$ cat config.mk
export PLATFORM = sky130hd
export DESIGN_NAME = lccc_charge_ctrl
export DESIGN_NICKNAME = d
export VERILOG_FILES = /design/src/core/lccc_pkg.sv /design/src/core/lccc_charge_ctrl.sv /design/src/core/lccc_sync.sv
export SDC_FILE = /design/constraint.sdc
export NUM_CORES = 1
export LEC_CHECK = 0
export ABC_AREA = 1
export BUFFER_PORTS_ARGS = -buffer_cell sky130_fd_sc_hd__buf_2
export CORE_UTILIZATION = 32
export DETAILED_ROUTE_END_ITERATION = 6
export GPL_TIMING_DRIVEN = 0
export PLACE_DENSITY = 0.48
export SLEW_MARGIN = 15
export SYNTH_ARGS = -nofsm -noshare
export SYNTH_HDL_FRONTEND = slang
export SYNTH_SLANG_ARGS = --single-unit
$ cat constraint.sdc
create_clock -name clock -period 15 [get_ports clock]
set_input_delay 0 -clock clock [delete_from_list [all_inputs] [get_ports clock]]
set_output_delay 0 -clock clock [all_outputs]
set_load 0.02 [all_outputs]
$ cat src/core/lccc_pkg.sv
package lccc_pkg;

    // Charge cycle states
    typedef enum logic [2:0] {
        ST_SLEEP,
        ST_SHUTDOWN,
        ST_TRICKLE,
        ST_FAST,
        ST_DONE,
        ST_BADCELL
    } lccc_state_t;

    // Clock and timebase
    localparam int CLK_PERIOD_NS = 5;
    localparam int TICK_NS       = 1000000;
    localparam int TICK_CYCLES   = TICK_NS / CLK_PERIOD_NS;
    localparam int DIV_W         = 18;

    // Timer scaling: reference capacitor gives reference time
    localparam int REF_TIME_H    = 3;
    localparam int REF_CAP_NF    = 100;
    localparam int TICK_MS       = TICK_NS / 1000000;
    localparam int TICKS_PER_NF  =
        (REF_TIME_H * 3600 * 1000) / (TICK_MS * REF_CAP_NF);
    localparam int TIMER_W       = 28;
    localparam int CAP_W         = 10;
    localparam logic [CAP_W-1:0] CAP_RESET = 10'h064;

    // Recharge filter length in ticks
    localparam int RECHARGE_FILTER_MS    = 4;
    localparam int FILT_W                = 3;
    localparam logic [FILT_W-1:0] RECHARGE_FILTER_TICKS =
        3'h4;

    // Register byte offsets
    localparam logic [11:0] OFF_CTRL   = 12'h000;
    localparam logic [11:0] OFF_STATUS = 12'h004;
    localparam logic [11:0] OFF_TIMER  = 12'h008;

    // Status field positions
    localparam int ST_STATE_LSB = 0;
    localparam int ST_TENTH_BIT = 3;
    localparam int ST_HOLD_BIT  = 4;
    localparam int ST_LOCK_BIT  = 5;
    localparam int ST_HEAD_BIT  = 6;
    localparam int ST_FAULT_BIT = 7;

    // Synchronised input indices
    localparam int IN_SUP_RISE = 0;
    localparam int IN_SUP_FALL = 1;
    localparam int IN_HEAD_70  = 2;
    localparam int IN_HEAD_35  = 3;
    localparam int IN_CURRENT_SET_PIN_OK  = 4;
    localparam int IN_PD_N     = 5;
    localparam int IN_CELL_TRK = 6;
    localparam int IN_CELL_RCH = 7;
    localparam int IN_TENTH    = 8;
    localparam int IN_DIE_HOT  = 9;
    localparam int IN_NTC_BAD  = 10;
    localparam int IN_NTC_GND  = 11;
    localparam int IN_TMR_GND  = 12;
    localparam int IN_COUNT    = 13;

endpackage : lccc_pkg

$ cat src/core/lccc_charge_ctrl.sv
// Overview of operation
// - Start a cycle only with supply ok, program resistor present, power-down released.
// - Cell under trickle threshold at start: trickle mode, one tenth current.
// - Leave trickle for fast charge once cell rises above trickle threshold.
// - Tenth-current: latch flag, drop strong status pull-down, enable weak sink.
// - Tenth latch clears only on power-down assertion or supply cycling.
// - Timer expiry ends cycle, stops current, floats charge status.
// - Total time scales linearly with timing capacitance, three hours at reference.
// - Timer runs once supply is above lockout and power-down released.
// - Grounded timing pin disables the timer completely.
// - After timeout, restart on cell below recharge threshold, supply cycling or power-down pulse.
// - After normal end, restart when cell falls below recharge threshold.
// - Low cell must persist a few milliseconds before recharge starts.
// - Cell low for quarter time: terminate, float status, latch fault low.
// - Bad-cell fault clears on supply cycling, power-down, or cell above threshold.
// - Recharge comparator ignored after bad-cell termination until fault clears.
// - Hold shutdown until supply above lockout, with hysteresis on lockout.
// - Shutdown when supply near cell; leave only with larger headroom.
// - Power-down asserted turns regulator off and resets the timer.
// - Reduce commanded current while die temperature flag is set.
// - No supply: sleep mode, charging disabled.
// - Thermistor out of range: pause, freeze timer, unlatched fault, status kept.
// - Grounded thermistor input disables the temperature hold.
// - Supply-present pulls low with supply above lockout and headroom.
`timescale 1ns/1ps
module lccc_charge_ctrl #(
    parameter int TICK_CYCLES = lccc_pkg::TICK_CYCLES
) (
    input  wire logic        clock,
    input  wire logic        resetn,
    input  wire logic        hsel,
    input  wire logic [31:0] haddr,
    input  wire logic [1:0]  htrans,
    input  wire logic        hwrite,
    input  wire logic [2:0]  hsize,
    input  wire logic [31:0] hwdata,
    input  wire logic        hready,
    output logic             hreadyout,
    output logic             hresp,
    output logic [31:0]      hrdata,
    input  wire logic        supply_rise_ok,
    input  wire logic        supply_fall_ok,
    input  wire logic        headroom_70_ok,
    input  wire logic        headroom_35_ok,
    input  wire logic        current_set_pin_ok,
    input  wire logic        power_down_n,
    input  wire logic        cell_terminal_above_trickle,
    input  wire logic        cell_terminal_below_recharge,
    input  wire logic        charge_current_tenth,
    input  wire logic        die_temp_limit,
    input  wire logic        pack_thermistor_in_bad,
    input  wire logic        pack_thermistor_in_grounded,
    input  wire logic        timer_pin_grounded,
    output logic             charge_enable,
    output logic             current_scale_tenth,
    output logic             current_reduce,
    output logic             charge_status_out_o,
    output logic             charge_status_out_oe_n,
    output logic             charge_status_weak_en,
    output logic             fault_out_o,
    output logic             fault_out_oe_n,
    output logic             supply_present_out_o,
    output logic             supply_present_out_oe_n
);

    typedef struct packed {
        lccc_pkg::lccc_state_t              state;
        logic                               lockout_ok;
        logic                               headroom_ok;
        logic                               tenth_latch;
        logic [lccc_pkg::DIV_W-1:0]         div_cnt;
        logic                               tick;
        logic [lccc_pkg::TIMER_W-1:0]       timer_cnt;
        logic [lccc_pkg::FILT_W-1:0]        filt_cnt;
        logic [lccc_pkg::CAP_W-1:0]         cap_code;
        logic                               wr_pend;
        logic [11:0]                        wr_addr;
        logic [31:0]                        rdata;
        logic                               chg_en;
        logic                               tenth_cmd;
        logic                               reduce;
        logic                               strong_oe_n;
        logic                               weak_en;
        logic                               fault_oe_n;
        logic                               present_oe_n;
    } lccc_regs_t;

    lccc_regs_t r_reg;
    lccc_regs_t r_next;

    ////////////////////////////////////////////////////////////////////////
    // Input synchronisers

    logic [lccc_pkg::IN_COUNT-1:0] raw_in;
    logic [lccc_pkg::IN_COUNT-1:0] s_in;

    assign raw_in = {timer_pin_grounded, pack_thermistor_in_grounded,
                     pack_thermistor_in_bad, die_temp_limit,
                     charge_current_tenth, cell_terminal_below_recharge,
                     cell_terminal_above_trickle, power_down_n,
                     current_set_pin_ok, headroom_35_ok, headroom_70_ok,
                     supply_fall_ok, supply_rise_ok};

    genvar gi;
    generate
        for (gi = 0; gi < lccc_pkg::IN_COUNT; gi++) begin : g_sync
            lccc_sync u_sync (
                .clock    (clock),
                .resetn   (resetn),
                .async_in (raw_in[gi]),
                .sync_out (s_in[gi])
            );
        end
    endgenerate

    ////////////////////////////////////////////////////////////////////////
    // Decoded conditions

    logic                         supply_ok;
    logic                         pd_ok;
    logic                         start_ok;
    logic                         hold;
    logic                         timer_dis;
    logic                         charging;
    logic [lccc_pkg::TIMER_W-1:0] limit;
    logic [lccc_pkg::TIMER_W-1:0] quarter;
    logic                         bus_take;

    assign limit = lccc_pkg::TIMER_W'(r_reg.cap_code
                   * lccc_pkg::TICKS_PER_NF);
    assign quarter   = limit >> 2;
    assign supply_ok = r_reg.lockout_ok && r_reg.headroom_ok;
    assign pd_ok     = s_in[lccc_pkg::IN_PD_N];
    assign start_ok  = supply_ok && pd_ok && s_in[lccc_pkg::IN_CURRENT_SET_PIN_OK];
    assign hold      = s_in[lccc_pkg::IN_NTC_BAD]
                       && !s_in[lccc_pkg::IN_NTC_GND];
    assign timer_dis = s_in[lccc_pkg::IN_TMR_GND];
    assign charging  = (r_reg.state == lccc_pkg::ST_TRICKLE)
                       || (r_reg.state == lccc_pkg::ST_FAST);
    assign bus_take  = hsel && hready && htrans[1];

    function automatic logic [31:0] read_mux(input logic [11:0] a);
        logic [31:0] v;
        v = 32'h0000_0000;
        unique case (a)
            lccc_pkg::OFF_CTRL:   v[lccc_pkg::CAP_W-1:0] = r_reg.cap_code;
            lccc_pkg::OFF_STATUS: begin
                v[lccc_pkg::ST_STATE_LSB +: 3] = r_reg.state;
                v[lccc_pkg::ST_TENTH_BIT]      = r_reg.tenth_latch;
                v[lccc_pkg::ST_HOLD_BIT]       = hold;
                v[lccc_pkg::ST_LOCK_BIT]       = r_reg.lockout_ok;
                v[lccc_pkg::ST_HEAD_BIT]       = r_reg.headroom_ok;
                v[lccc_pkg::ST_FAULT_BIT]      =
                    (r_reg.state == lccc_pkg::ST_BADCELL);
            end
            lccc_pkg::OFF_TIMER:  v[lccc_pkg::TIMER_W-1:0] = r_reg.timer_cnt;
            default:              v = 32'h0000_0000;
        endcase
        return v;
    endfunction : read_mux

    ////////////////////////////////////////////////////////////////////////
    // Next state

    always_comb begin
        r_next = r_reg;

        // Timebase divider
        r_next.tick = 1'b0;
        if (r_reg.div_cnt == lccc_pkg::DIV_W'(TICK_CYCLES - 1)) begin
            r_next.div_cnt = '0;
            r_next.tick    = 1'b1;
        end else begin
            r_next.div_cnt = r_reg.div_cnt + 1'b1;
        end

        if (s_in[lccc_pkg::IN_SUP_RISE]) begin
            r_next.lockout_ok = 1'b1;
        end else if (!s_in[lccc_pkg::IN_SUP_FALL]) begin
            r_next.lockout_ok = 1'b0;
        end
        if (s_in[lccc_pkg::IN_HEAD_70]) begin
            r_next.headroom_ok = 1'b1;
        end else if (!s_in[lccc_pkg::IN_HEAD_35]) begin
            r_next.headroom_ok = 1'b0;
        end

        // Bus: write lands in the data phase
        if (r_reg.wr_pend && r_reg.wr_addr == lccc_pkg::OFF_CTRL) begin
            r_next.cap_code = hwdata[lccc_pkg::CAP_W-1:0];
        end
        r_next.wr_pend = 1'b0;
        if (bus_take) begin
            r_next.wr_pend = hwrite;
            r_next.wr_addr = haddr[11:0];
            r_next.rdata   = hwrite ? 32'h0000_0000 : read_mux(haddr[11:0]);
        end

        if (!supply_ok) begin
            r_next.state       = lccc_pkg::ST_SLEEP;
            r_next.timer_cnt   = '0;
            r_next.tenth_latch = 1'b0;
        end else if (!pd_ok) begin
            r_next.state       = lccc_pkg::ST_SHUTDOWN;
            r_next.timer_cnt   = '0;
            r_next.tenth_latch = 1'b0;
        end else begin
            unique case (r_reg.state)
                lccc_pkg::ST_SLEEP, lccc_pkg::ST_SHUTDOWN: begin
                    if (start_ok) begin
                        r_next.timer_cnt = '0;
                        r_next.filt_cnt  = '0;
                        r_next.state = s_in[lccc_pkg::IN_CELL_TRK]
                                       ? lccc_pkg::ST_FAST
                                       : lccc_pkg::ST_TRICKLE;
                    end
                end
                lccc_pkg::ST_TRICKLE, lccc_pkg::ST_FAST: begin
                    if (r_reg.tick && !hold && !timer_dis) begin
                        r_next.timer_cnt = r_reg.timer_cnt + 1'b1;
                    end
                    if (r_reg.state == lccc_pkg::ST_FAST
                        && s_in[lccc_pkg::IN_TENTH]) begin
                        r_next.tenth_latch = 1'b1;
                    end
                    if (r_reg.state == lccc_pkg::ST_TRICKLE) begin
                        if (s_in[lccc_pkg::IN_CELL_TRK]) begin
                            r_next.state = lccc_pkg::ST_FAST;
                        end else if (!timer_dis
                                     && r_reg.timer_cnt >= quarter) begin
                            r_next.state = lccc_pkg::ST_BADCELL;
                        end
                    end else if (!timer_dis
                                 && r_reg.timer_cnt >= limit) begin
                        r_next.state = lccc_pkg::ST_DONE;
                    end
                end
                lccc_pkg::ST_DONE: begin
                    // Only the recharge path restarts here
                    if (!s_in[lccc_pkg::IN_CELL_RCH]) begin
                        r_next.filt_cnt = '0;
                    end else if (r_reg.tick) begin
                        r_next.filt_cnt = r_reg.filt_cnt + 1'b1;
                    end
                    if (r_reg.filt_cnt >= lccc_pkg::RECHARGE_FILTER_TICKS
                        && start_ok) begin
                        r_next.state     = lccc_pkg::ST_FAST;
                        r_next.timer_cnt = '0;
                        r_next.filt_cnt  = '0;
                    end
                end
                lccc_pkg::ST_BADCELL: begin
                    if (s_in[lccc_pkg::IN_CELL_TRK] && start_ok) begin
                        r_next.state     = lccc_pkg::ST_FAST;
                        r_next.timer_cnt = '0;
                    end
                end
                default: begin
                    r_next.state = lccc_pkg::ST_SLEEP;
                end
            endcase
        end

        // Registered pin commands follow the next state
        r_next.chg_en    = (r_next.state == lccc_pkg::ST_TRICKLE
                           || r_next.state == lccc_pkg::ST_FAST) && !hold;
        r_next.tenth_cmd = (r_next.state == lccc_pkg::ST_TRICKLE);
        r_next.reduce    = r_next.chg_en && s_in[lccc_pkg::IN_DIE_HOT];
        r_next.strong_oe_n = !((r_next.state == lccc_pkg::ST_TRICKLE
                              || r_next.state == lccc_pkg::ST_FAST)
                              && !r_next.tenth_latch);
        r_next.weak_en     = (r_next.state == lccc_pkg::ST_TRICKLE
                              || r_next.state == lccc_pkg::ST_FAST)
                              && r_next.tenth_latch;
        r_next.fault_oe_n  = !((r_next.state == lccc_pkg::ST_BADCELL)
                              || (hold
                                  && r_next.state != lccc_pkg::ST_SLEEP
                                  && r_next.state != lccc_pkg::ST_SHUTDOWN));
        r_next.present_oe_n = !(r_next.lockout_ok && r_next.headroom_ok);
    end

    always_ff @(posedge clock or negedge resetn) begin
        if (!resetn) begin
            r_reg              <= '0;
            r_reg.state        <= lccc_pkg::ST_SLEEP;
            r_reg.cap_code     <= lccc_pkg::CAP_RESET;
            r_reg.strong_oe_n  <= 1'b1;
            r_reg.fault_oe_n   <= 1'b1;
            r_reg.present_oe_n <= 1'b1;
        end else begin
            r_reg <= r_next;
        end
    end

    ////////////////////////////////////////////////////////////////////////
    // Outputs

    // Zero wait states keep the slave simple; no error cases exist
    assign hreadyout               = 1'b1;
    assign hresp                   = 1'b0;
    assign hrdata                  = r_reg.rdata;
    assign charge_enable           = r_reg.chg_en;
    assign current_scale_tenth     = r_reg.tenth_cmd;
    assign current_reduce          = r_reg.reduce;
    assign charge_status_out_o     = 1'b0;
    assign charge_status_out_oe_n  = r_reg.strong_oe_n;
    assign charge_status_weak_en   = r_reg.weak_en;
    assign fault_out_o             = 1'b0;
    assign fault_out_oe_n          = r_reg.fault_oe_n;
    assign supply_present_out_o    = 1'b0;
    assign supply_present_out_oe_n = r_reg.present_oe_n;
endmodule : lccc_charge_ctrl

$ cat src/core/lccc_sync.sv
`timescale 1ns/1ps
module lccc_sync (
    input  wire logic clock,
    input  wire logic resetn,
    input  wire logic async_in,
    output logic      sync_out
);

    typedef struct packed {
        logic meta;
        logic stable;
    } lccc_sync_t;

    lccc_sync_t s_reg;
    lccc_sync_t s_next;

    always_comb begin
        s_next        = s_reg;
        s_next.meta   = async_in;
        s_next.stable = s_reg.meta;
    end

    always_ff @(posedge clock or negedge resetn) begin
        if (!resetn) begin
            s_reg <= '0;
        end else begin
            s_reg <= s_next;
        end
    end

    assign sync_out = s_reg.stable;

endmodule : lccc_sync
==> results of run 1 <==
==> cells in the final DEF (no fill, tap or decap), types with 4 or more instances in the layout <==
master and n:
sky130_fd_sc_hd__buf_4 37, sky130_fd_sc_hd__nor2_4 4, sky130_fd_sc_hd__a22o_1 9, sky130_fd_sc_hd__nand2_2 6
sky130_fd_sc_hd__dlygate4sd3_1 37, sky130_fd_sc_hd__conb_1 9, sky130_fd_sc_hd__or2_2 4, sky130_fd_sc_hd__nor4_1 10
sky130_fd_sc_hd__nor2_1 74, sky130_fd_sc_hd__clkbuf_1 16, sky130_fd_sc_hd__nor2_2 6, sky130_fd_sc_hd__a31oi_1 6
sky130_fd_sc_hd__ha_1 115, sky130_fd_sc_hd__nor3_1 23, sky130_fd_sc_hd__o31ai_1 11, sky130_fd_sc_hd__o21a_1 5
sky130_fd_sc_hd__xor2_1 26, sky130_fd_sc_hd__nand3_1 52, sky130_fd_sc_hd__o221ai_1 7, sky130_fd_sc_hd__nand2_1 216
sky130_fd_sc_hd__xnor2_1 7, sky130_fd_sc_hd__a21oi_1 50, sky130_fd_sc_hd__clkbuf_8 4, sky130_fd_sc_hd__buf_2 74
sky130_fd_sc_hd__dfrtp_1 134, sky130_fd_sc_hd__dfstp_2 6, sky130_fd_sc_hd__o22ai_1 5, sky130_fd_sc_hd__mux2_2 10
sky130_fd_sc_hd__nand4_1 19, sky130_fd_sc_hd__clkbuf_16 17, sky130_fd_sc_hd__fa_1 36, sky130_fd_sc_hd__o21ai_0 49
sky130_fd_sc_hd__inv_1 200
==> path summary, 6_finish.rpt <==
check / start / endpoint / slack [ns] / cells after the start
max in group asynchronous: resetn / fault_out_oe_n / 14.13 / 3
setup / recovery: r_reg[59] / fault_out_oe_n / 7.98 / 34
min in group clock: hready / hrdata[0] / 0.19 / 3
hold / removal: resetn / r_reg[60] / 0.07 / 2
hold reg to reg: g_sync[12].u_sync.s_next[0] / g_sync[12].u_sync.sync_out / 0.34 / 0
setup reg to reg: r_reg[59] / fault_out_oe_n / 7.98 / 34
==> power groups by stage <==
stage | clock (mW) | sequential, mW | combinational [mW]
2_1_floorplan | 0 | 0.408 | 1.05
3_3_place_gp | 0 | 0.413 | 1.35
3_5_place_dp | 0 | 0.413 | 1.37
4_1_cts | 0.418 | 0.406 | 1.39
5_1_grt | 0.432 | 0.408 | 1.62
6_report | 0.406 | 0.406 | 1.37
==> worst max-delay path: cells and delay by family, from the launching register on <==
kind                     cells  cell delay, ns
AO/OA/AOI/OAI                2            0.31
AND/OR/NAND/NOR             17            2.32
buffers and inverters        7            0.40
flip-flops                   1            0.54
adder cells (fa/ha/maj)      7            3.16
XOR/XNOR                     1            0.19
==> layout make-up <==
class / count / area (um^2) / area share (%)
Multi-Input combinational cell: 786 / 5450 / 45.7
Sequential cell: 140 / 3510 / 29.4
Timing Repair Buffer: 113 / 783 / 6.57
Inverter: 206 / 774 / 6.50
Tap cell: 396 / 495 / 4.16
Clock buffer: 23 / 488 / 4.09
Buffer: 52 / 334 / 2.80
Clock inverter: 9 / 88.8 / 0.745
==> kinds of logic (layout without fill, tap and decap cells) <==
family / after synthesis / in the layout / synth area share [%]
flops: 140 / 140 / 35.0
xor+xnor: 34 / 34 / 3.10
buf+inv: 258 / 403 / 11.0
other cells: 2 / 9 / 0.0748
mux: 10 / 10 / 1.12
fa+ha+maj: 151 / 151 / 21.5
simple gates: 427 / 427 / 19.1
compound gates: 155 / 155 / 9.13
==> routing by layer <==
metal,vias up,global-route usage [%],wire length (um)
met3,17,3.07,811
met5,-,0,0
met4,0,5.15,439
met2,125,24.6,10700
met1,3611,22.0,12100
li1,4071,-,-
==> results list, run 1 <==
- Along the worst path, the maximum fanout reaches 7.
* Vias in the first global route: around 7700
* Part of the power in the clock network: about a fifth
- The tightest hold path in the finished design has a slack of just under 0.07 ns.
- Peak Freq: roughly 0.14 GHz
- The analysis attributes to net switching a power of just over 1 mW.
- 1st-iter DRT viols: 362
- Setup repair after global routing left no endpoint under its margin.
- Post-route DRC: 18
* Final worst-path cycle share: between 40% and 50%
- Syn avg cell area: ~8.5 um^2
- Area delta synth->final: 18.7%
- The analysis attributes to cell leakage a power of just over 6 nW.
- Via density: 4.54
- First-pass GRT wire length: slightly below 40000 um
* Non-filler cells in the finished layout: 1725
* Setup_tns: 0 ns
- STA classifies the critical path startpoint as a flip-flop.
- Synthesis handed over a netlist of 1177 instances.
- Power after layout: between 2 and 2.5 mW
- Fraction of layout instances using a drive strength above 1: 14.2%
- Worst-case vdd ir drop: slightly below 0.1 mV
- Setup violations remaining at the end of the flow were counted as 0.
* Tightest slew margin relative to the limit: between 30% and 40%
* Switching power as a share of total power: a little under half
* Sequential share of power: 18.6%
* Final net count: about 1600
* Arrival time at the worst endpoint: around 7.4 ns
- Average wire length per cell after detail routing: about 14 um
* Count of H-tree levels built during CTS: 4
- Pre-CTS setup slack: 7.96 ns
- Once the clock tree was built, the setup fixing pass inserted 0 buffers.
* Largest net degree at the start of global routing: 96
* Delay of the slowest cell on the worst path: 0.55 ns
- Number of antenna violations at the first check in global routing: 0
- Row generation in the floorplan step produced 64 rows.
- Leading cell types by total area after synthesis: sky130_fd_sc_hd__dfrtp_1, sky130_fd_sc_hd__ha_1, sky130_fd_sc_hd__nand2_1
- In this run the worst hold path is classified as input pin to async pin.
- The number of antenna diodes in the final layout is 0.
* Cell types with the highest counts after synthesis: sky130_fd_sc_hd__nand2_1, sky130_fd_sc_hd__inv_1, sky130_fd_sc_hd__dfrtp_1
- Cell type contributing the most total cell area after synthesis: sky130_fd_sc_hd__dfrtp_1
* Number of warnings reported in the yosys synthesis log: 0
* Number of buffers on the longest clock path: 2
- Counting flops with a built-in enable in the synthesized netlist gives 0.
* Post-route cell area: approximately 12000 um^2
- Clock-pin slew was measured on the worst setup and hold paths at roughly 0.060 ns.
- Routability-driven placement finished with a final weighted congestion of 0.811.
- The core region is between 30000 and 40000 um^2.
- The pre-antenna-repair detailed-routing pass consisted of 6 iterations.
- The register with the most flip-flops in the layout has 79 of them.
* Library cell with the highest instance count after synthesis: sky130_fd_sc_hd__nand2_1
- After synthesis the netlist holds a flip-flop and latch count of 140.
- Kind of end point of the critical path: flip-flop
* Number of top-level design ports: between 100 and 150
- Combinational power share: 62.8%
- Mapped Area: approximately 10000 um^2
- Full die area: roughly 32000 um^2
- The cell that appears most often on the critical path is sky130_fd_sc_hd__nand2_1.
- After detailed placement, the total cell area comes to 11000 um^2.
* Outcome: finished with violations
- Count of vias placed by the detailed router: about 7800
* Part of the Yosys area used for sequential elements: about a third
- The final hold violation count came to 0.
* Die height: around 180 um
* Clock tree from TritonCTS: yes
- Actual transition at the worst max-transition pin: 1.00 ns
* Die width: roughly 180 um
- The number of slew-limit violations in the final report is 0.
* Final worst slack: 7.98 ns
- Across the routed clock network, the largest skew measured is ~0.010 ns.
* GRT Residual Overflow: 0
- Once the clock tree was built, the resizer swapped 0 gates to a different size.
- Power spread over the standard cell area amounts to 183 nW/um^2.
- Worst Path Class, Setup: flip-flop to flip-flop
- The initial utilization of the core area, before any placement, comes to 32.7%.
- The count of nets left with antenna violations once routing finished came out at 0.
* Post-detailed-placement half-perimeter wirelength: slightly below 20000 um
- Worst endpoint required time: approximately 15 ns
* Hold_buf cts: 37
- Sinks on Clock Net: 140
- At the later pin of the worst-skew pair, clock insertion delay measures around 0.42 ns.
* Share of the synthesized area in the top cell type: ~33%
- Routed wire length: 24000 um
* Maximum Capacitance Violations: 0
* Violations in the final reports: design-rule violations
* Final critical delay including setup and external delays: 7.02 ns
- Counting the fill cells in the layout gives 3193.
- The number of clock buffers added by TritonCTS is 17.
- Master of the slowest instance on the critical path: sky130_fd_sc_hd__fa_1
- Cell Int Power: ~1.2 mW
* Total Routing Usage GR: 15.8%
* Cell count after placement: between 1500 and 2000
- The root buffer cell chosen for the clock tree is sky130_fd_sc_hd__clkbuf_16.
- The most used flip-flop cell after synthesis is sky130_fd_sc_hd__dfrtp_1.
- Share of synthesized registers carrying an async set or reset: 100%
* Buffers added on ports: 75
- Unique cell type count in the Yosys netlist: 50
- Layout Utilization: 38.8%
Power figures use the tool's default switching activity.
==> inputs of run 2 (changes only) <==
- ABC_AREA: 1 -> 0
- PLACE_DENSITY: 0.48 -> 0.5
- clock period: 15 -> 6.16 ns (I/O delays scaled with it)
==> results list, run 2 <==
- Mapped Area: 9840 um^2 (-2.0%)
* Count of filler cells inserted in the layout: 2949 (-7.6%)
- The multi-input combinational cell area is 5800 um^2 (+6.4%).
- The fraction of registers with async set/reset was 100% (unchanged).
* Cell types with the highest counts after synthesis: sky130_fd_sc_hd__dfrtp_1, sky130_fd_sc_hd__ha_1, sky130_fd_sc_hd__inv_1
* 1st-iter DRT viols: 272 (-25%)
- Max FFs per register: 79 (unchanged)
- Leakage power: 5.87 nW (-4.1%)
* Number of enable-type register cells in the synthesized netlist: 0 (unchanged)
- Count of H-tree levels built during CTS: 4 (unchanged)
- Commonest cells after routing, fill and taps aside: sky130_fd_sc_hd__dfrtp_1, sky130_fd_sc_hd__ha_1, sky130_fd_sc_hd__inv_1
* Post-detailed-placement half-perimeter wirelength: 18500 um (-3.9%)
- Share of the synthesized area in the top cell type: 34.1% (+0.68 points)
- Combinational family with the most area after synthesis: adder cells
* Worst Path Class, Setup: flip-flop to flip-flop
* Number of buffers on the longest clock path: 2 (unchanged)
- The count of synthesis-stage warnings from yosys is 0 (unchanged).
- The aggregate routed wire length came to 23800 um (-0.72%).
- The final worst-path setup slack was -0.668 ns (-8.65 ns).
- Number of nets with antenna violations after routing: 0 (unchanged)
* Number of buffers and inverters on the critical path: 3 (-4)
* Initial cell density of the core: 32.9% (+0.20 points)
- Multiplexer area fraction after synthesis: 3.75% (+2.6 points)
- The transition time at the pin with the least slew margin was 0.825 ns (-0.176 ns).
- The number of different library cells in the post-synthesis netlist came to 81 (+62%).
* Library cell with the highest instance count after synthesis: sky130_fd_sc_hd__dfrtp_1
- Count of vias placed by the detailed router: 7229 (-7.6%)
* Final net count: 1359 (-13%)
- The average wire per standard cell was 15.6 um (+12%).
* Register area: 3520 um^2 (+0.21%)
- The number of buffers added by the clock tree synthesis step is 17 (unchanged).
- The post-route clock period utilization was 111% (+64 points).
* Buffers added on ports: 74 (-1.3%)
- Setup repair after global routing could not meet its margin everywhere.
- Arrival time at the worst endpoint: 7.16 ns (-0.21 ns)
- Number of top-level design ports: 131 (unchanged)
- The number of antenna cells inserted was 0 (unchanged).
* Power per standard cell area: 479 nW/um^2 (+160%)
* Outcome: finished with violations
* Fraction of the mapped netlist area in adder cells: 21.9% (+0.44 points)
- The DRC violation count after routing came to 0 (-18).
- R2R Path End: fault_out_oe_n
* Via density: 4.74 (+4.6%)
- The final global-route overflow total came to 0 (unchanged).
* Total Routing Usage GR: 16.0% (+0.21 points)
* Number of antenna violations at the first check in global routing: 0 (unchanged)
* Type of origin of the critical path: flip-flop
- Sorting the synthesized cells by area gives the leading types as sky130_fd_sc_hd__dfrtp_1, sky130_fd_sc_hd__ha_1, sky130_fd_sc_hd__fa_1.
- The x dimension of the die came to 177 um (-0.99%).
* Kind of end point of the critical path: flip-flop
- The headroom to the max-slew limit is 44.8% (+12 points).
- Among cell families on the critical path, the largest total delay comes from adder cells.
* Total setup violations reported at the end of the flow: 9 (+9)
* Library cell used as clock root buffer: sky130_fd_sc_hd__clkbuf_16
* Placed Instance Area: 10800 um^2 (-1.3%)
* Part of the Yosys area used for sequential elements: 35.7% (+0.71 points)
- Final hold violation count: 0 (unchanged)
- Launch point of the worst reg-to-reg path: r_reg[60]
- Area delta synth->final: 23.5%
- For this run, the leading register cell type out of synthesis is sky130_fd_sc_hd__dfrtp_1.
* Post-Route Skew: 0.00786 ns (-0.00259 ns)
- Leaving out fill and tap cells, the most frequent cell in the layout is sky130_fd_sc_hd__dfrtp_1.
* Maximum Capacitance Violations: 0 (unchanged)
- The area fraction in compound gates after synthesis is 12.9% (+3.8 points).
- The placer congestion estimate came to 0.818 (+0.85%).
* Number of placement rows: 63 (-1.6%)
* Sinks on Clock Net: 140 (unchanged)
- Xor/xnor share of the synthesized area: 4.79% (+1.7 points)
- The die area was 31500 um^2 (-2.0%).
- Worst path most repeated cell: sky130_fd_sc_hd__fa_2
- Worst endpoint required time: 6.49 ns (-8.87 ns)
- Fraction of layout instances using a drive strength above 1: 23.9% (+9.7 points)
* Die height: 177 um (-0.99%)
* Syn avg cell area: 10.2 um^2 (+20%)
- The number of synthesized register bits was 140 (unchanged).
- Final critical delay including setup and external delays: 6.83 ns (-0.190 ns)
* First-pass GRT wire length: 39000 um (-0.98%)
- Reg-to-reg setup timing slack: -0.67 ns (-8.65 ns)
- Clock tree from TritonCTS: yes
- Delay of the slowest cell on the worst path: 0.58 ns (+0.03 ns)
* CTS clk-pin slew, worst paths: 0.06 ns (about the same)
* Largest net degree at the start of global routing: 89 (-7.3%)
- The depth of the worst register-to-register path came to 27 (-21%).
- The upper clock frequency limit was 0.146 GHz (+2.8%).
* Area fraction in and, or, nand and nor cells after synthesis: 13.1% (-5.9 points)
* Post-route cell area: 12200 um^2 (+1.9%)
- The number of global-route vias before repair was 7182 (-6.8%).
- Hold Slack: 0.0917 ns (+0.0237 ns)
* Pre-antenna DRT Iters: 5 (-1)
- CP max FO: 5 (-2)
- Worst skew pair latency: 0.42 ns (about the same)
* HP Class: input pin to async pin
* Worst-case vdd ir drop: 0.340 mV (+240%)
- Master of the slowest instance on the critical path: sky130_fd_sc_hd__fa_2
* Area of the core: 30000 um^2 (-2.6%)
* Max-slew violations: 0 (unchanged)
* Cell type contributing the most total cell area after synthesis: sky130_fd_sc_hd__dfrtp_1
* Violations in the final reports: negative setup slack
* Syn Inst Count: 962 (-18%)
- Tracing the worst setup path back leads to its startpoint at r_reg[60].
[run 2: cell types whose count changed after synthesis, moves of 9 or more]
cell,before,now
sky130_fd_sc_hd__a21oi_1,50,41
sky130_fd_sc_hd__a22o_1,9,31
sky130_fd_sc_hd__and3_1,1,13
sky130_fd_sc_hd__inv_1,200,93
sky130_fd_sc_hd__mux2_2,10,23
sky130_fd_sc_hd__mux2i_1,0,11
sky130_fd_sc_hd__nand2_1,216,67
sky130_fd_sc_hd__nand3_1,52,28
sky130_fd_sc_hd__nor2_1,74,57
sky130_fd_sc_hd__nor3_1,23,14
sky130_fd_sc_hd__o21ai_0,49,38
sky130_fd_sc_hd__o31ai_1,11,0
sky130_fd_sc_hd__xnor2_1,7,22
[run 2: cell type report]
cell class / instances / area share, %
inverter: 93 / 2.89
buffer: 62 / 3.38
clock inverter: 11 / 1.47
tap: 390 / 4.02
sequential: 140 / 29.0
multi-input combinational: 674 / 47.7
timing repair buffer: 133 / 7.71
clock buffer: 21 / 3.87
[run 2: how the worst max path moves through the flow]
stage | slack (ns) | endpoint | cells after the start
finish | -0.67 | fault_out_oe_n | 27
global route | -1.0 | fault_out_oe_n | 28
CTS | -0.68 | charge_status_out_oe_n | 26
detailed placement | -1.17 | charge_status_out_oe_n | 29
global placement | -1.18 | charge_status_out_oe_n | 29
floorplan | -0.14 | charge_status_out_oe_n | 27
[run 2: cell families after synthesis]
kind of cell,after synthesis
AOI/OAI and AO/OA,173
and+or+nand+nor,254
adders and majority gates,151
xor gates and xnor gates,53
muxes,34
buffers and inverters,155
DFF,140
other,2
[run 2: per-layer routing]
layer | vias up | GRT usage, % | part of all wire, %
met5 | - | 0 | 0
met4 | 0 | 4.02 | 1.1
met3 | 12 | 2.59 | 3.0
met2 | 128 | 23.5 | 43
met1 | 3444 | 24.3 | 52
li1 | 3645 | - | -
[run 2: worst register-to-register path, cell delays in order (launching register included)]
cell,delay (ns)
sky130_fd_sc_hd__dfrtp_2,0.45
sky130_fd_sc_hd__fa_2,0.58
sky130_fd_sc_hd__inv_2,0.05
sky130_fd_sc_hd__fa_2,0.52
sky130_fd_sc_hd__inv_2,0.04
sky130_fd_sc_hd__fa_2,0.54
sky130_fd_sc_hd__fa_1,0.44
sky130_fd_sc_hd__fa_1,0.49
sky130_fd_sc_hd__ha_4,0.33
sky130_fd_sc_hd__and3_4,0.21
sky130_fd_sc_hd__nand2_4,0.05
sky130_fd_sc_hd__a211o_4,0.29
sky130_fd_sc_hd__a31oi_4,0.16
sky130_fd_sc_hd__o21ai_1,0.08
sky130_fd_sc_hd__nand2b_1,0.12
sky130_fd_sc_hd__xnor2_2,0.16
sky130_fd_sc_hd__ha_1,0.31
sky130_fd_sc_hd__a21oi_1,0.13
sky130_fd_sc_hd__o21ai_1,0.11
sky130_fd_sc_hd__or3_1,0.31
sky130_fd_sc_hd__o21bai_1,0.16
sky130_fd_sc_hd__nand3_1,0.10
sky130_fd_sc_hd__a221o_1,0.34
sky130_fd_sc_hd__nor3_2,0.21
sky130_fd_sc_hd__buf_4,0.15
sky130_fd_sc_hd__o311ai_2,0.08
sky130_fd_sc_hd__a21oi_2,0.20
sky130_fd_sc_hd__o211ai_2,0.11
[run 2: power breakdown]
part,switching [mW],leakage (nW),total (mW),internal (mW)
Combinational,2.09,3.76,3.71,1.62
Clock,0.406,0.311,1.12,0.716
Sequential,0.0301,1.80,0.986,0.956
[run 2: metrics by stage]
step	total power, mW	util (%)	cells	setup WS [ns]	TNS (ns)
2_1_floorplan	3.51	-	969	-0.144	-0.799
3_3_place_gp	4.25	36.0	1433	-1.18	-9.57
3_5_place_dp	4.28	36.1	1434	-1.17	-9.72
4_1_cts	5.72	40.3	1521	-0.676	-5.51
5_1_grt	6.36	40.6	1524	-0.996	-8.24
6_report	5.82	40.6	1524	-0.668	-5.40
[run 2: repair_timing]
action	CTS	global route
setup buffers	19	3
endpoints found under the hold margin	170	0
hold buffers	36	0
resized for setup	28	10
pin swaps	10	14
setup endpoints to repair	9	9
==> inputs of run 3 (changes only) <==
- CORE_MARGIN: default -> 3
- TNS_END_PERCENT: default -> 1
==> results list, run 3 (synthesized netlist as in run 2, its figures left out) <==
* Actual transition at the worst max-transition pin: 0.919 ns (+0.0942 ns)
- The die area came to 32900 um^2 (+4.6%).
- The largest net degree at the start of global routing was 80 (-10%).
- First-pass GRT wire length: 39300 um (+0.95%)
- Number of nets with antenna violations after routing: 0 (unchanged)
- The initial core utilization was 32.9% (unchanged).
- The initial antenna violation count was 0 (unchanged).
- Worst-case vdd ir drop: 0.265 mV (-22%)
* Routed wire length: 23900 um (+0.21%)
* Post-detailed-placement half-perimeter wirelength: 18700 um (+0.86%)
- Die width: 181 um (+2.3%)
* Violations in the final reports: negative setup slack
- The I/O pin count is 131 (unchanged).
- Family with the most delay on the worst path: adder cells
* Master of the slowest instance on the critical path: sky130_fd_sc_hd__fa_2
- The total track usage is 14.9% (-1.1 points).
- The flop-to-flop setup slack is -0.71 ns (-0.04 ns).
* Final worst slack: -0.712 ns (-0.0438 ns)
* Worst Path Class, Setup: flip-flop to flip-flop
- Clock tree from TritonCTS: yes
* Total setup violations reported at the end of the flow: 9 (unchanged)
* Final worst-path cycle share: 112% (+0.71 points)
- Outcome: finished with violations
- CP max FO: 7 (+2)
- Fraction of layout instances using a drive strength above 1: 22.8% (-1.1 points)
- Buffers added on ports: 74 (unchanged)
* 1st-iter DRT viols: 499 (+83%)
* Final critical delay including setup and external delays: 6.87 ns (+0.0438 ns)
- The sink count of the clock tree was 140 (unchanged).
* Count of vias placed by the detailed router: 7261 (+0.44%)
- Layout Utilization: 40.1% (-0.43 points)
- The clock latency on the worst-skew pair came to 0.43 ns (about the same).
- Worst path most repeated cell: sky130_fd_sc_hd__fa_2
* Launch point of the worst reg-to-reg path: r_reg[61]
- Max FFs per register: 79 (unchanged)
* Final hold violation count: 0 (unchanged)
* Tightest slew margin relative to the limit: 38.7% (-6.1 points)
- The cell area power density is 467 nW/um^2 (-2.5%).
* Area delta synth->final: 22.2%
- HP Class: input pin to async pin
* Most common library cell in the layout ignoring fill and taps: sky130_fd_sc_hd__dfrtp_1
- CTS clk-pin slew, worst paths: 0.06 ns (about the same)
- The maximum buffer depth of the clock tree is 2 (unchanged).
* Hold Slack: 0.0882 ns (-0.00351 ns)
- The critical path required time is 6.53 ns (+0.04 ns).
- The depth of the CTS H-tree came to 4 (unchanged).
- Inserted Clock Buffers: 17 (unchanged)
* Setup repair after global routing missed its margin: true
- Area of the core: 30000 um^2 (unchanged)
- Peak Freq: 0.146 GHz (-0.64%)
- The number of slew-limit violations in the final report is 0 (unchanged).
- ANT cells: 0 (unchanged)
* Arrival time at the worst endpoint: 7.24 ns (+0.08 ns)
* GRT Residual Overflow: 0 (unchanged)
* Kind of end point of the critical path: flip-flop
* Library cell used as clock root buffer: sky130_fd_sc_hd__clkbuf_16
- The die height came to 181 um (+2.3%).
* Via density: 4.81 (+1.3%)
- The static leakage is 5.81 nW (-1.1%).
- The max-capacitance violation count is 0 (unchanged).
- The average wire per standard cell came to 15.8 um (+1.1%).
- Number of placement rows: 63 (unchanged)
* Final net count: 1346 (-0.96%)
- The number of buffer and inverter stages on the critical path is 4 (+1).
- Post-Route Skew: 0.0136 ns (+0.00577 ns)
- The delay contributed by the slowest stage of the critical path was 0.58 ns (about the same).
- The number of global-route vias before repair is 7359 (+2.5%).
- Post-route DRC: 0 (unchanged)
- STA classifies the critical path startpoint as a flip-flop.
- Leaving out fill and tap cells, the most frequent cells in the layout are sky130_fd_sc_hd__dfrtp_1, sky130_fd_sc_hd__ha_1, sky130_fd_sc_hd__inv_1.
- Pre-antenna DRT Iters: 5 (unchanged)
- Placer's final routability congestion estimate: 0.828 (+1.2%)
- Tracing the worst setup path back leads to its startpoint at r_reg[61].
## run 3: cell count changes in the layout (fill, tap and decap cells not counted), moves of 2 or more
cell	before	now
sky130_fd_sc_hd__inv_1	86	88
sky130_fd_sc_hd__inv_6	4	0
sky130_fd_sc_hd__clkinv_2	0	2
sky130_fd_sc_hd__buf_4	61	49
sky130_fd_sc_hd__inv_2	6	4
## run 3: area by class of cell
type | count | area, um^2
multi-input combinational | 674 | 5780
inverter | 93 | 352
clock inverter | 10 | 163
buffer | 62 | 410
fill | 2960 | 17900
timing repair buffer | 120 | 836
sequential | 140 | 3520
clock buffer | 22 | 474
tap | 390 | 488
## run 3: routing by layer
layer	track usage, %	vias up	share of wire [%]	routed length, um
li1	-	3612	-	-
met1	22.3	3499	52	12500
met2	22.3	134	43	10300
met3	3.08	16	3.4	818
met4	3.26	0	1.1	264
met5	0	-	0	0
## run 3: through the flow
step	std cells	power (mW)	instance area, um^2	setup TNS [ns]	setup WS [ns]
after floorplan	969	3.51	9930	-0.807	-0.146
after global placement	1433	4.25	10800	-9.63	-1.16
after detailed placement	1434	4.27	10800	-9.67	-1.16
after CTS	1507	5.54	11900	-5.45	-0.699
after global routing	1511	6.16	12000	-7.50	-0.923
final	1511	5.62	12000	-5.64	-0.712
## run 3: timing repair
item | in CTS | in global routing
hold buffers | 36 | 0
pin swaps | 6 | 14
setup buffers | 5 | 4
resized for setup | 20 | 14
endpoints found under the setup margin | 9 | 9
hold endpoints to repair | 170 | 0
## run 3: worst paths after layout
| check | endpoint | depth (start not counted) |
|---|---|---|
| worst max-delay path | r_reg[116] | 27 |
| worst min-delay path | r_reg[106] | 2 |
| worst max register to register | r_reg[116] | 27 |
| worst min register to register | g_sync[10].u_sync.sync_out | 0 |
| max in group asynchronous | r_reg[57] | 3 |
| min in group clock | r_reg[46] | 3 |
## run 3: report_power, final
| group | switching [mW] | internal (mW) |
|---|---|---|
| clock network | 0.394 | 0.709 |
| registers | 0.0304 | 0.956 |
| logic | 2.04 | 1.48 |
